## config.mk

```make
export PLATFORM = sky130hd
export DESIGN_NAME = opss_phase_step
export DESIGN_NICKNAME = d
export VERILOG_FILES = /design/src/rtl/opss_pkg.sv /design/src/rtl/opss_phase_step.sv
export SDC_FILE = /design/constraint.sdc
export NUM_CORES = 1
export LEC_CHECK = 0
export ABC_AREA = 0
export BUFFER_PORTS_ARGS = -buffer_cell sky130_fd_sc_hd__clkbuf_2
export CAP_MARGIN = 10
export CORE_MARGIN = 2
export CORE_UTILIZATION = 50
export DETAILED_ROUTE_END_ITERATION = 7
export PLACE_DENSITY_LB_ADDON = 0.2
export REMOVE_ABC_BUFFERS = 1
export SLEW_MARGIN = 20
export SYNTH_ARGS = -nofsm -noshare
export SYNTH_HDL_FRONTEND = slang
export SYNTH_SLANG_ARGS = --single-unit
```

## constraint.sdc

```tcl
create_clock -name sys_clk -period 5.7 [get_ports sys_clk]
set_clock_uncertainty 0.1 [all_clocks]
set_input_delay 1.14 -clock sys_clk [delete_from_list [all_inputs] [get_ports sys_clk]]
set_output_delay 1.14 -clock sys_clk [all_outputs]
set_load 0.1 [all_outputs]
```

## src/rtl/opss_pkg.sv

```systemverilog
package opss_pkg;
  localparam int OPSS_NUM_OUT = 8;
  localparam int OPSS_NUM_FRAC = 2;
  localparam logic [7:0] OPSS_ADDR_TRIG = 8'h9D;
  localparam logic [7:0] OPSS_ADDR_COARSE0 = 8'h9E;
  localparam logic [7:0] OPSS_ADDR_FINE2 = 8'hA6;
  localparam logic [7:0] OPSS_ADDR_FINE3 = 8'hA7;
  localparam logic [7:0] OPSS_ADDR_SYNC = 8'hA8;
  localparam logic [7:0] OPSS_ADDR_SEL45 = 8'hA9;
  localparam logic [7:0] OPSS_ADDR_SEL67 = 8'hAA;
  localparam logic [7:0] OPSS_ADDR_FIXED = 8'hAB;
  localparam logic [7:0] OPSS_ADDR_BUSY = 8'hB0;
  localparam int OPSS_SYNC_BIT = 4;
  localparam int OPSS_SEL_LO = 0;
  localparam int OPSS_SEL_HI = 4;
  localparam logic [7:0] OPSS_FIXED_VALUE = 8'h00;
  localparam logic [2:0] OPSS_SRC_PLL = 3'h0;
  localparam logic [2:0] OPSS_SRC_OUT2 = 3'h2;
  localparam logic [2:0] OPSS_SRC_OUT3 = 3'h3;
  localparam logic [2:0] OPSS_SRC_REF0 = 3'h4;
  localparam logic [2:0] OPSS_SRC_REF1 = 3'h5;
  localparam logic [2:0] OPSS_SRC_XTAL = 3'h7;
  localparam logic [2:0] OPSS_SEL4_RST = 3'h0;
  localparam logic [2:0] OPSS_SEL5_RST = 3'h2;
  localparam logic [2:0] OPSS_SEL6_RST = 3'h0;
  localparam logic [2:0] OPSS_SEL7_RST = 3'h5;
  localparam logic [7:0] OPSS_TRIG_RST = 8'h00;
  localparam logic [4:0] OPSS_COARSE_RST = 5'h00;
  localparam logic [3:0] OPSS_FINE_RST = 4'h0;
  localparam logic [1:0] OPSS_SRC_LINES = 2'h3;
endpackage : opss_pkg

```

## src/rtl/opss_phase_step.sv

```systemverilog
`timescale 1ns/1ps
`default_nettype none
// Notes on behaviour
// Eight trigger bits, one per output; a 0 to 1 change starts one coarse step on that output.
// A coarse step inserts the 5-bit amount of whole periods of that output's selected source.
// Software waits for the output's pending flag to clear before triggering it again.
// A new coarse step needs the trigger bit cleared and set again; a held 1 does nothing.
// Outputs two and three add a 4-bit fine offset in sixteenths of the source period.
// A new fine value takes effect only when the sync bit is toggled; until then the old one holds.
// Toggling the sync bit clears all accumulated coarse delay.
// A 0 to 1 change of the sync bit holds all PLL-fed output dividers in reset.
// A 1 to 0 change releases them together with coarse adjustment cleared.
// Outputs four to seven select PLL, output two, three, reference zero, one or crystal.
// Software does not program the reserved selector codes 001 and 110.
// Software does not route a too fast input reference to outputs four to seven.
// Selectors reset to PLL, output two, PLL and reference one for outputs four to seven.
// Reserved bits are written as zero and read back as zero here.
// The trigger bits reset to zero so no step starts until software sets one.
// Each output's pending flag is high from the trigger edge until all periods are inserted.
module opss_phase_step
  import opss_pkg::*;
(
  input wire logic sys_clk,
  input wire logic rst,
  input wire logic reg_wr,
  input wire logic reg_rd,
  input wire logic [7:0] reg_addr,
  input wire logic [7:0] reg_wdata,
  output logic [7:0] reg_rdata,
  input wire logic [OPSS_NUM_OUT-1:0] out_src_edge,
  output logic [OPSS_NUM_OUT-1:0] divider_hold,
  output logic [OPSS_NUM_OUT-1:0] period_swallow,
  output logic [OPSS_NUM_OUT-1:0] phase_step_pending,
  output logic [3:0] fine_active_out_two,
  output logic [3:0] fine_active_out_three,
  output logic [2:0] source_select_out_four,
  output logic [2:0] source_select_out_five,
  output logic [2:0] source_select_out_six,
  output logic [2:0] source_select_out_seven
);
  // Source edges of each output's selected clock arrive as one-cycle pulses from the dividers.
  logic [7:0] phase_step_trigger_reg, phase_step_trigger_next;
  logic [4:0] whole_period_step_count_reg [OPSS_NUM_OUT];
  logic [4:0] whole_period_step_count_next [OPSS_NUM_OUT];
  logic [3:0] sixteenth_step_count_reg [OPSS_NUM_FRAC];
  logic [3:0] sixteenth_step_count_next [OPSS_NUM_FRAC];
  logic [3:0] fine_active_reg [OPSS_NUM_FRAC];
  logic [3:0] fine_active_next [OPSS_NUM_FRAC];
  logic divider_sync_hold_reg, divider_sync_hold_next;
  logic [2:0] sel_reg [4];
  logic [2:0] sel_next [4];
  logic [4:0] remain_reg [OPSS_NUM_OUT];
  logic [4:0] remain_next [OPSS_NUM_OUT];
  logic [OPSS_NUM_OUT-1:0] pending_reg, pending_next;
  logic [OPSS_NUM_OUT-1:0] swallow_reg, swallow_next;
  logic [OPSS_NUM_OUT-1:0] hold_reg, hold_next;
  logic [OPSS_NUM_OUT-1:0] pll_fed;
  logic [7:0] rdata_reg, rdata_next;
  logic [7:0] trig_rise;
  logic sync_rise, sync_fall, sync_wr;

  always_comb begin
    phase_step_trigger_next = phase_step_trigger_reg;
    divider_sync_hold_next = divider_sync_hold_reg;
    sync_wr = 1'b0;
    for (int i = 0; i < OPSS_NUM_OUT; i++) begin
      whole_period_step_count_next[i] = whole_period_step_count_reg[i];
    end
    for (int i = 0; i < OPSS_NUM_FRAC; i++) begin
      sixteenth_step_count_next[i] = sixteenth_step_count_reg[i];
    end
    for (int i = 0; i < 4; i++) begin
      sel_next[i] = sel_reg[i];
    end
    if (reg_wr) begin
      if (reg_addr == OPSS_ADDR_TRIG) begin
        phase_step_trigger_next = reg_wdata;
      end
      for (int i = 0; i < OPSS_NUM_OUT; i++) begin
        if (reg_addr == OPSS_ADDR_COARSE0 + 8'(i)) begin
          whole_period_step_count_next[i] = reg_wdata[4:0];
        end
      end
      if (reg_addr == OPSS_ADDR_FINE2) begin
        sixteenth_step_count_next[0] = reg_wdata[3:0];
      end
      if (reg_addr == OPSS_ADDR_FINE3) begin
        sixteenth_step_count_next[1] = reg_wdata[3:0];
      end
      if (reg_addr == OPSS_ADDR_SYNC) begin
        divider_sync_hold_next = reg_wdata[OPSS_SYNC_BIT];
        sync_wr = 1'b1;
      end
      if (reg_addr == OPSS_ADDR_SEL45) begin
        sel_next[0] = reg_wdata[OPSS_SEL_LO +: 3];
        sel_next[1] = reg_wdata[OPSS_SEL_HI +: 3];
      end
      if (reg_addr == OPSS_ADDR_SEL67) begin
        sel_next[2] = reg_wdata[OPSS_SEL_LO +: 3];
        sel_next[3] = reg_wdata[OPSS_SEL_HI +: 3];
      end
    end
  end

  assign trig_rise = phase_step_trigger_next & ~phase_step_trigger_reg;
  assign sync_rise = sync_wr & divider_sync_hold_next & ~divider_sync_hold_reg;
  assign sync_fall = sync_wr & ~divider_sync_hold_next & divider_sync_hold_reg;

  // Outputs zero to three always run from the PLL; four to seven follow their selector.
  always_comb begin
    pll_fed = '1;
    for (int i = 0; i < 4; i++) begin
      pll_fed[i + 4] = (sel_reg[i] == OPSS_SRC_PLL);
    end
  end

  generate
    for (genvar g = 0; g < OPSS_NUM_OUT; g++) begin : g_out
      always_comb begin
        remain_next[g] = remain_reg[g];
        pending_next[g] = pending_reg[g];
        swallow_next[g] = 1'b0;
        hold_next[g] = hold_reg[g];
        if (sync_rise && pll_fed[g]) begin
          hold_next[g] = 1'b1;
        end
        if (sync_fall) begin
          hold_next[g] = 1'b0;
        end
        if (sync_rise || sync_fall) begin
          remain_next[g] = '0;
          pending_next[g] = 1'b0;
        end else if (trig_rise[g]) begin
          remain_next[g] = whole_period_step_count_next[g];
          pending_next[g] = (whole_period_step_count_next[g] != '0);
        end else if (pending_reg[g] && out_src_edge[g] && !hold_reg[g]) begin
          // Swallowing one source edge delays the output by one whole period.
          swallow_next[g] = 1'b1;
          remain_next[g] = remain_reg[g] - 5'd1;
          pending_next[g] = (remain_reg[g] != 5'd1);
        end
      end
    end
  endgenerate

  always_comb begin
    for (int i = 0; i < OPSS_NUM_FRAC; i++) begin
      fine_active_next[i] = fine_active_reg[i];
      if (sync_rise || sync_fall) begin
        fine_active_next[i] = sixteenth_step_count_reg[i];
      end
    end
  end

  always_comb begin
    rdata_next = rdata_reg;
    if (reg_rd) begin
      rdata_next = 8'h00;
      if (reg_addr == OPSS_ADDR_TRIG) begin
        rdata_next = phase_step_trigger_reg;
      end
      for (int i = 0; i < OPSS_NUM_OUT; i++) begin
        if (reg_addr == OPSS_ADDR_COARSE0 + 8'(i)) begin
          rdata_next = {3'h0, whole_period_step_count_reg[i]};
        end
      end
      if (reg_addr == OPSS_ADDR_FINE2) begin
        rdata_next = {4'h0, sixteenth_step_count_reg[0]};
      end
      if (reg_addr == OPSS_ADDR_FINE3) begin
        rdata_next = {4'h0, sixteenth_step_count_reg[1]};
      end
      if (reg_addr == OPSS_ADDR_SYNC) begin
        rdata_next[OPSS_SYNC_BIT] = divider_sync_hold_reg;
      end
      if (reg_addr == OPSS_ADDR_SEL45) begin
        rdata_next = {1'b0, sel_reg[1], 1'b0, sel_reg[0]};
      end
      if (reg_addr == OPSS_ADDR_SEL67) begin
        rdata_next = {1'b0, sel_reg[3], 1'b0, sel_reg[2]};
      end
      if (reg_addr == OPSS_ADDR_FIXED) begin
        rdata_next = OPSS_FIXED_VALUE;
      end
      if (reg_addr == OPSS_ADDR_BUSY) begin
        rdata_next = pending_reg;
      end
    end
  end

  // The trigger is kept as written, so a later rise needs the bit cleared first.
  always_ff @(posedge sys_clk or posedge rst) begin
    if (rst) begin
      phase_step_trigger_reg <= OPSS_TRIG_RST;
    end else begin
      phase_step_trigger_reg <= phase_step_trigger_next;
    end
  end

  always_ff @(posedge sys_clk or posedge rst) begin
    if (rst) begin
      divider_sync_hold_reg <= 1'b0;
    end else begin
      divider_sync_hold_reg <= divider_sync_hold_next;
    end
  end

  always_ff @(posedge sys_clk or posedge rst) begin
    if (rst) begin
      sel_reg[0] <= OPSS_SEL4_RST;
      sel_reg[1] <= OPSS_SEL5_RST;
      sel_reg[2] <= OPSS_SEL6_RST;
      sel_reg[3] <= OPSS_SEL7_RST;
    end else begin
      sel_reg <= sel_next;
    end
  end

  always_ff @(posedge sys_clk or posedge rst) begin
    if (rst) begin
      for (int i = 0; i < OPSS_NUM_OUT; i++) begin
        whole_period_step_count_reg[i] <= OPSS_COARSE_RST;
      end
    end else begin
      whole_period_step_count_reg <= whole_period_step_count_next;
    end
  end

  always_ff @(posedge sys_clk or posedge rst) begin
    if (rst) begin
      for (int i = 0; i < OPSS_NUM_FRAC; i++) begin
        sixteenth_step_count_reg[i] <= OPSS_FINE_RST;
      end
    end else begin
      sixteenth_step_count_reg <= sixteenth_step_count_next;
    end
  end

  // The active fine offset is a separate copy so a new value waits for the sync toggle.
  always_ff @(posedge sys_clk or posedge rst) begin
    if (rst) begin
      for (int i = 0; i < OPSS_NUM_FRAC; i++) begin
        fine_active_reg[i] <= OPSS_FINE_RST;
      end
    end else begin
      fine_active_reg <= fine_active_next;
    end
  end

  always_ff @(posedge sys_clk or posedge rst) begin
    if (rst) begin
      for (int i = 0; i < OPSS_NUM_OUT; i++) begin
        remain_reg[i] <= '0;
      end
    end else begin
      remain_reg <= remain_next;
    end
  end

  always_ff @(posedge sys_clk or posedge rst) begin
    if (rst) begin
      pending_reg <= '0;
    end else begin
      pending_reg <= pending_next;
    end
  end

  always_ff @(posedge sys_clk or posedge rst) begin
    if (rst) begin
      swallow_reg <= '0;
    end else begin
      swallow_reg <= swallow_next;
    end
  end

  always_ff @(posedge sys_clk or posedge rst) begin
    if (rst) begin
      hold_reg <= '0;
    end else begin
      hold_reg <= hold_next;
    end
  end

  // Read data is registered so the bus sees it one cycle after the read strobe.
  always_ff @(posedge sys_clk or posedge rst) begin
    if (rst) begin
      rdata_reg <= 8'h00;
    end else begin
      rdata_reg <= rdata_next;
    end
  end

  assign reg_rdata = rdata_reg;
  assign divider_hold = hold_reg;
  assign period_swallow = swallow_reg;
  assign phase_step_pending = pending_reg;
  assign fine_active_out_two = fine_active_reg[0];
  assign fine_active_out_three = fine_active_reg[1];
  assign source_select_out_four = sel_reg[0];
  assign source_select_out_five = sel_reg[1];
  assign source_select_out_six = sel_reg[2];
  assign source_select_out_seven = sel_reg[3];
endmodule : opss_phase_step
`default_nettype wire

```

==> results of run 1 <==
logic make-up after synthesis:
logic type	after synthesis	share of synthesized area, %
simple gates	288	19.14
compound gates	124	9.980
xor+xnor	34	3.800
fa+ha+maj	16	2.555
mux	96	13.62
buf+inv	77	4.231
flops	146	46.67
worst max path at each step:
| stage | end | slack (ns) | from |
|---|---|---|---|
| after CTS | phase_step_pending[2] | 1.92 | reg_addr[0] |
| after floorplan | divider_hold[0] | 0.54 | rst |
| after global routing | phase_step_pending[0] | 1.74 | reg_addr[0] |
| after global placement | remain_reg[21] | 1.57 | reg_addr[0] |
| final | phase_step_pending[0] | 1.90 | reg_addr[0] |
| after detailed placement | phase_step_pending[2] | 1.47 | reg_addr[0] |
area by class of cell:
cell class	count	area share (%)
multi-input cells	558	43.18
clock inverters	13	1.519
clock buffers	19	5.044
well taps	211	2.940
inverters	37	1.602
repair buffers	86	4.988
flip-flops and latches	146	40.73
through the flow:
stage	worst slack [ns]	std cells	hold WS, ns	instance area, um^2
finish	1.897	1070	0.4114	8980
global route	1.738	1070	0.4371	8980
CTS	1.922	1070	0.4134	8955
detailed placement	1.467	1038	0.3956	8366
global placement	1.571	1038	0.3876	8366
floorplan	0.5420	741	0.3648	7644
per-layer routing:
layer / vias up / GRT usage, %
met3: 32 / 5.615
met5: - / 0
met4: 0 / 11.13
met1: 3126 / 38.50
met2: 204 / 42.51
li1: 2875 / -
cells in the final DEF (no fill, tap or decap), drive strengths merged, types with 4 or more instances in the layout:
cell type,netlist,final
a211oi,7,7
a21oi,45,45
a22o,7,7
and3,4,4
buf,22,7
clkbuf,18,98
clkinv,0,7
clkinvlp,0,4
dfrtp,143,143
ha,16,16
inv,37,37
mux2,65,65
mux2i,29,29
nand2,71,71
nand2b,24,24
nand3,21,21
nand3b,23,23
nor2,72,72
nor2b,6,6
nor3,33,33
nor3b,11,11
nor4,13,13
o211ai,7,7
o21ai,26,26
o22ai,5,5
xnor2,18,18
xor2,16,16
power by group through the flow:
| stage | logic, uW | registers (uW) | clock network (uW) |
|---|---|---|---|
| finish | 432 | 1210 | 1110 |
| global route | 480 | 1220 | 1170 |
| CTS | 435 | 1210 | 1130 |
| detailed placement | 432 | 1230 | 0 |
| global placement | 419 | 1220 | 0 |
| floorplan | 236 | 1290 | 0 |
==> load_flow_metrics.sql, run 1 <==
INSERT INTO impl_metrics (metric_group, metric, value, unit) VALUES
('outcome', 'result_of_the_run', 'finished clean', ''),
('clock_network', 'clock_latency', '0.43', 'ns'),
('clock_network', 'cts_inserted_buffers', '17', ''),
('die', 'placeableCoreArea', '0.01526', 'mm^2'),
('clock_network', 'cts.root.buffer_cell', 'sky130_fd_sc_hd__clkbuf_16', ''),
('synthesis', 'share_of_synthesized_flip_flops_with_an_asynchronous_set_or_reset', '100.0', '%'),
('synthesis', 'top_post_synthesis_cells_by_count', 'sky130_fd_sc_hd__dfrtp_1, sky130_fd_sc_hd__nand2_1, sky130_fd_sc_hd__nor2_1', ''),
('cells_and_area', 'layout_area_overhead', '14.59', '%'),
('clock_network', 'cts-htree-levels', '4', ''),
('synthesis', 'ys_types', '62', ''),
('die', 'fp.dieArea', '0.01669', 'mm^2'),
('sta', 'maxClockFrequency', '0.2629', 'GHz'),
('global_routing', 'global_route.usage.total', '27.62', '%'),
('power_and_ir_drop', 'clock_power_share', '40.3', '%'),
('worst_setup_path', 'cp.buffers_inverters', '1', ''),
('die', 'ios', '80', ''),
('worst_setup_path', 'timing.setup.critical_path_class', 'primary input to flip-flop', ''),
('drt', 'drt_iter0_drc', '486', ''),
('synthesis', 'yosys_reg_bits', '146', ''),
('global_routing', 'grt_antenna_before_repair', '0', ''),
('clock_network', 'ctsResizeCount', '0', ''),
('cells_and_area', 'register_area', '0.003657', 'mm^2'),
('worst_setup_path', 'r2r_end', 'period_swallow[0]', ''),
('job', 'maxCapViolations', '0', ''),
('power_and_ir_drop', 'power_switching', '811.9', 'uW'),
('drt', 'drt.antenna.violating_nets', '0', ''),
('drt', 'dr.max_layer_used', 'met4', ''),
('synthesis', 'postSynth.topFlopCell', 'sky130_fd_sc_hd__dfrtp_1', ''),
('synthesis', 'yosys-top-cells-area', 'sky130_fd_sc_hd__dfrtp_1, sky130_fd_sc_hd__mux2_2, sky130_fd_sc_hd__mux2i_1', ''),
('sta', 'fin_crit', '3.803', 'ns'),
('worst_setup_path', 'critPathMostFrequentCell', 'sky130_fd_sc_hd__nor3b_1', ''),
('die', 'initial_utilization', '51.36', '%'),
('worst_hold_path', 'worstHoldPathType', 'flip-flop to flip-flop', ''),
('drt', 'drcViolationCount', '0', ''),
('global_routing', 'grt_start_max_net_pins', '102', ''),
('worst_setup_path', 'worstSetupEndpointType', 'flip-flop', ''),
('synthesis', 'synth_edf_count', '0', ''),
('power_and_ir_drop', 'switching_share', '29.50', '%'),
('worst_setup_path', 'timing.critical_path.from_type', 'primary input', ''),
('worst_setup_path', 'timing.critical_path.slowest_stage_cell', 'sky130_fd_sc_hd__nor3b_1', ''),
('power_and_ir_drop', 'power.static_leakage', '0.004308', 'uW'),
('worst_setup_path', 'critical_path.max_fanout', '16', ''),
('cells_and_area', 'number_of_antenna_cells_inserted', '0', ''),
('clock_network', 'clockBufferDepth', '2', ''),
('synthesis', 'ys.warnings.count', '0', ''),
('worst_hold_path', 'whs_endpoint', 'fine_active_out_three[3]', ''),
('drt', 'post_route_m1_wl', '10070', 'um'),
('global_routing', 'first_global_vias', '6095', ''),
('sta', 'report.final.setup_viol', '0', ''),
('worst_setup_path', 'critical-path-top-delay-family', 'simple AND/OR/NAND/NOR gates', ''),
('worst_setup_path', 'required', '5.90', 'ns'),
('worst_setup_path', 'cp_num_cells', '6', ''),
('drt', 'avgRoutedWirePerCell', '20.60', 'um'),
('synthesis', 'syn-instance-count', '781', ''),
('power_and_ir_drop', 'vdd.ir_drop.worst', '188.5', 'uV'),
('drt', 'dr_wl_met2', '10110', 'um'),
('worst_hold_path', 'hold-path-cell-count', '1', ''),
('worst_setup_path', 'regToRegStartpoint', 'divider_sync_hold_reg', ''),
('die', 'placementRows', '45', ''),
('clock_network', 'tritoncts', 'done', ''),
('sta', 'setup_total_negative_slack', '0', 'ns'),
('sta', 'slew-limit-headroom', '20.18', '%'),
('sta', 'drv_slew', '0', ''),
('power_and_ir_drop', 'power_report.internal_total', '1941', 'uW'),
('worst_setup_path', 'crit_path_max_incr_delay', '0.97', 'ns'),
('synthesis', 'synthesis.area_per_instance', '10.03', 'um^2'),
('worst_setup_path', 'timing.critical_path.cells', 'clkbuf_2, nor2b_1, nand3_4, nor3b_1, nor3b_1, a211oi_1', ''),
('die', 'floorplan_die_height', '129.2', 'um'),
('synthesis', 'synth_top_area_cell', 'sky130_fd_sc_hd__dfrtp_1', ''),
('global_routing', 'grt_pass1_wl', '34390', 'um'),
('die', 'die_w', '129.2', 'um');
Note: power is estimated with default switching activity, not from simulation.
==> run 2: changes to the inputs <==
Clock period 5.7 ns to 3.89 ns, I/O delays scaled along.
==> run 2 against run 1 <==
Effect of this change: clock-buffer cell count grew 1; cell area grew 1.2%; clock power grew 43%; sequential share of layout area shrank 0.47 points; total power grew 45%; global-route usage grew 0.24 points; die area is the same.
==> load_flow_metrics.sql, run 2 (synthesis gave the netlist of run 1 again) <==
INSERT INTO impl_metrics (metric_group, metric, value, unit) VALUES
('power_and_ir_drop', 'p_total', '3998', 'uW'),
('clock_network', 'cts.root.buffer_cell', 'sky130_fd_sc_hd__clkbuf_16', ''),
('global_routing', 'first_global_vias', '6202', ''),
('worst_setup_path', 'required', '4.09', 'ns'),
('drt', 'via_count', '6314', ''),
('drt', 'drt_iter0_drc', '432', ''),
('placed_design', 'io_buffer_count', '79', ''),
('sta', 'maxClockFrequency', '0.3350', 'GHz'),
('drt', 'avgRoutedWirePerCell', '20.41', 'um'),
('power_and_ir_drop', 'power.density', '440.0', 'mW/mm^2'),
('sta', 'drv_slew', '0', ''),
('global_routing', 'grt_start_max_net_pins', '94', ''),
('clock_network', 'cts_inserted_buffers', '17', ''),
('global_routing', 'grt_antenna_before_repair', '0', ''),
('cells_and_area', 'final_core_utilization', '59.54', '%'),
('clock_network', 'clkTransAtPathRegs', '0.07', 'ns'),
('drt', 'sum_of_routed_wire_length_over_all_layers', '22170', 'um'),
('cells_and_area', 'layout_cells_sized_above_1', '24.91', '%'),
('clock_network', 'cts_hold_repair.buffers', '0', ''),
('power_and_ir_drop', 'vdd.ir_drop.worst', '305.6', 'uV'),
('die', 'die_w', '129.2', 'um'),
('drt', 'drt.antenna.violating_nets', '0', ''),
('global_routing', 'grt-ovfl-total', '0', ''),
('worst_setup_path', 'critical_path.max_fanout', '17', ''),
('worst_setup_path', 'worstSetupEndpointType', 'flip-flop', ''),
('die', 'initial_utilization', '51.36', '%'),
('sta', 'grt_setup_unrepaired', 'false', ''),
('placed_design', 'postPlaceCellArea', '0.008511', 'mm^2'),
('sta', 'slew-limit-headroom', '25.62', '%'),
('cells_and_area', 'layout.cells.most_common', 'sky130_fd_sc_hd__dfrtp_1', ''),
('worst_setup_path', 'r2r.worst_path.cells', '6', ''),
('placed_design', 'place_ws', '0.5298', 'ns'),
('placed_design', 'place_inst', '1054', ''),
('sta', 'worst-slew-pin-transition', '1.106', 'ns'),
('clock_network', 'tritoncts', 'done', ''),
('die', 'placementRows', '45', ''),
('power_and_ir_drop', 'switching_share', '29.88', '%'),
('die', 'placeableCoreArea', '0.01526', 'mm^2'),
('power_and_ir_drop', 'fraction_of_power_consumed_by_sequential_logic', '44.3', '%'),
('clock_network', 'post_cts_setup_buffer_count', '0', ''),
('drt', 'initial_drt_pass_iterations', '4', ''),
('power_and_ir_drop', 'power_report.internal_total', '2803', 'uW'),
('placed_design', 'post-dp-hpwl', '15960', 'um'),
('drt', 'drcViolationCount', '0', ''),
('clock_network', 'clock_latency', '0.43', 'ns'),
('worst_setup_path', 'cp_num_cells', '5', ''),
('die', 'fp.dieArea', '0.01669', 'mm^2'),
('worst_setup_path', 'critical-path-top-delay-family', 'simple AND/OR/NAND/NOR gates', ''),
('clock_network', 'clockBufferDepth', '2', ''),
('clock_network', 'ctsResizeCount', '0', ''),
('worst_setup_path', 'crit_path_max_incr_delay', '0.93', 'ns'),
('cells_and_area', 'multi_input_area', '0.003852', 'mm^2'),
('die', 'floorplan_die_height', '129.2', 'um'),
('worst_setup_path', 'cp.buffers_inverters', '1', ''),
('power_and_ir_drop', 'power.static_leakage', '0.004377', 'uW'),
('worst_setup_path', 'timing.critical_path.cells', 'clkbuf_2, nor4_1, nand2b_1, o311ai_1, a21oi_1', ''),
('sta', 'timing_hold_violations_final', '0', ''),
('clock_network', 'cts-htree-levels', '4', ''),
('cells_and_area', 'final.fill_count', '1275', ''),
('sta', 'fin_crit', '2.985', 'ns'),
('cells_and_area', 'final-instance-count-excl-fill', '1086', ''),
('cells_and_area', 'register_area', '0.003657', 'mm^2'),
('placed_design', 'gp_routability_congestion', '1.012', ''),
('drt', 'via_per_inst', '5.814', ''),
('worst_setup_path', 'timing.setup.critical_path_class', 'primary input to flip-flop', ''),
('power_and_ir_drop', 'clock_power_share', '39.7', '%'),
('sta', 'min_period_over_period', '76.73', '%'),
('job', 'maxCapViolations', '0', ''),
('global_routing', 'global_route.usage.total', '27.86', '%'),
('cells_and_area', 'number_of_antenna_cells_inserted', '0', ''),
('power_and_ir_drop', 'combPwrFrac', '16.0', '%'),
('cells_and_area', 'finalNetCount', '906', ''),
('sta', 'final_critical_path_setup_slack', '0.9050', 'ns'),
('worst_setup_path', 'timing.critical_path.slowest_stage_cell', 'sky130_fd_sc_hd__nor4_1', ''),
('global_routing', 'grt_pass1_wl', '34780', 'um'),
('die', 'ios', '80', ''),
('cells_and_area', 'design_area', '0.009085', 'mm^2'),
('sta', 'report.final.setup_viol', '0', ''),
('cells_and_area', 'leading_cell_types_in_the_layout_fill_and_taps_excluded', 'sky130_fd_sc_hd__dfrtp_1, sky130_fd_sc_hd__clkbuf_2, sky130_fd_sc_hd__nand2_1, sky130_fd_sc_hd__nor2_1, sky130_fd_sc_hd__mux2_2', ''),
('outcome', 'result_of_the_run', 'finished clean', ''),
('power_and_ir_drop', 'power_switching', '1194', 'uW'),
('clock_network', 'numClockSinks', '146', ''),
('worst_hold_path', 'worstHoldPathType', 'primary input to async pin', ''),
('worst_setup_path', 'timing.critical_path.from_type', 'primary input', ''),
('worst_setup_path', 'arrival', '3.19', 'ns'),
('cells_and_area', 'layout_area_overhead', '15.93', '%');
[run 2: cell types whose count changed in the layout (fill, tap and decap cells not counted)]
cell and change:
sky130_fd_sc_hd__nor3b_1 +5, sky130_fd_sc_hd__nor3b_2 -5, sky130_fd_sc_hd__buf_4 +14, sky130_fd_sc_hd__bufinv_16 -1, sky130_fd_sc_hd__clkinv_2 -1, sky130_fd_sc_hd__clkinvlp_4 +2
sky130_fd_sc_hd__buf_12 +2, sky130_fd_sc_hd__clkbuf_8 +1, sky130_fd_sc_hd__clkinv_4 -2, sky130_fd_sc_hd__inv_6 +1
[run 2: area by class of cell]
class | count | area share (%)
clock inverter | 12 | 1.184
timing repair buffer | 102 | 6.528
multi-input combinational | 558 | 42.40
sequential | 146 | 40.26
tap | 211 | 2.906
inverter | 37 | 1.584
clock buffer | 20 | 5.137
[run 2: path summary, 6_finish.rpt]
path / slack, ns / startpoint / end
max: 0.91 / reg_wdata[4] / phase_step_pending[7]
min: 0.41 / rst / source_select_out_four[0]
max reg2reg: 1.92 / divider_hold[0] / remain_reg[29]
min reg2reg: 0.41 / fine_active_out_three[0] / fine_active_out_three[0]
max in group asynchronous: 2.32 / rst / remain_reg[3]
min in group sys_clk: 0.41 / fine_active_out_three[0] / fine_active_out_three[0]
[run 2: layer usage]
layer	up-vias	GRT usage, %	part of all wire [%]
met3	35	4.211	5.4
met4	0	11.51	2.7
met1	3142	38.93	46
met5	-	0	0
li1	2906	-	-
met2	231	43.75	46
[run 2: per-stage QoR]
stage          TNS (ns)  hold WS, ns
6_report              0       0.4085
5_1_grt               0       0.4278
4_1_cts               0       0.4141
3_5_place_dp          0       0.3952
3_3_place_gp          0       0.3818
2_1_floorplan   -129.56       0.3648
[run 2: power by group through the flow]
stage | Clock (uW) | Combinational [uW] | Sequential (uW)
after global placement | 0 | 619 | 1790
final | 1590 | 638 | 1770
after detailed placement | 0 | 636 | 1800
after CTS | 1610 | 642 | 1770
after floorplan | 0 | 345 | 1890
after global routing | 1670 | 708 | 1790
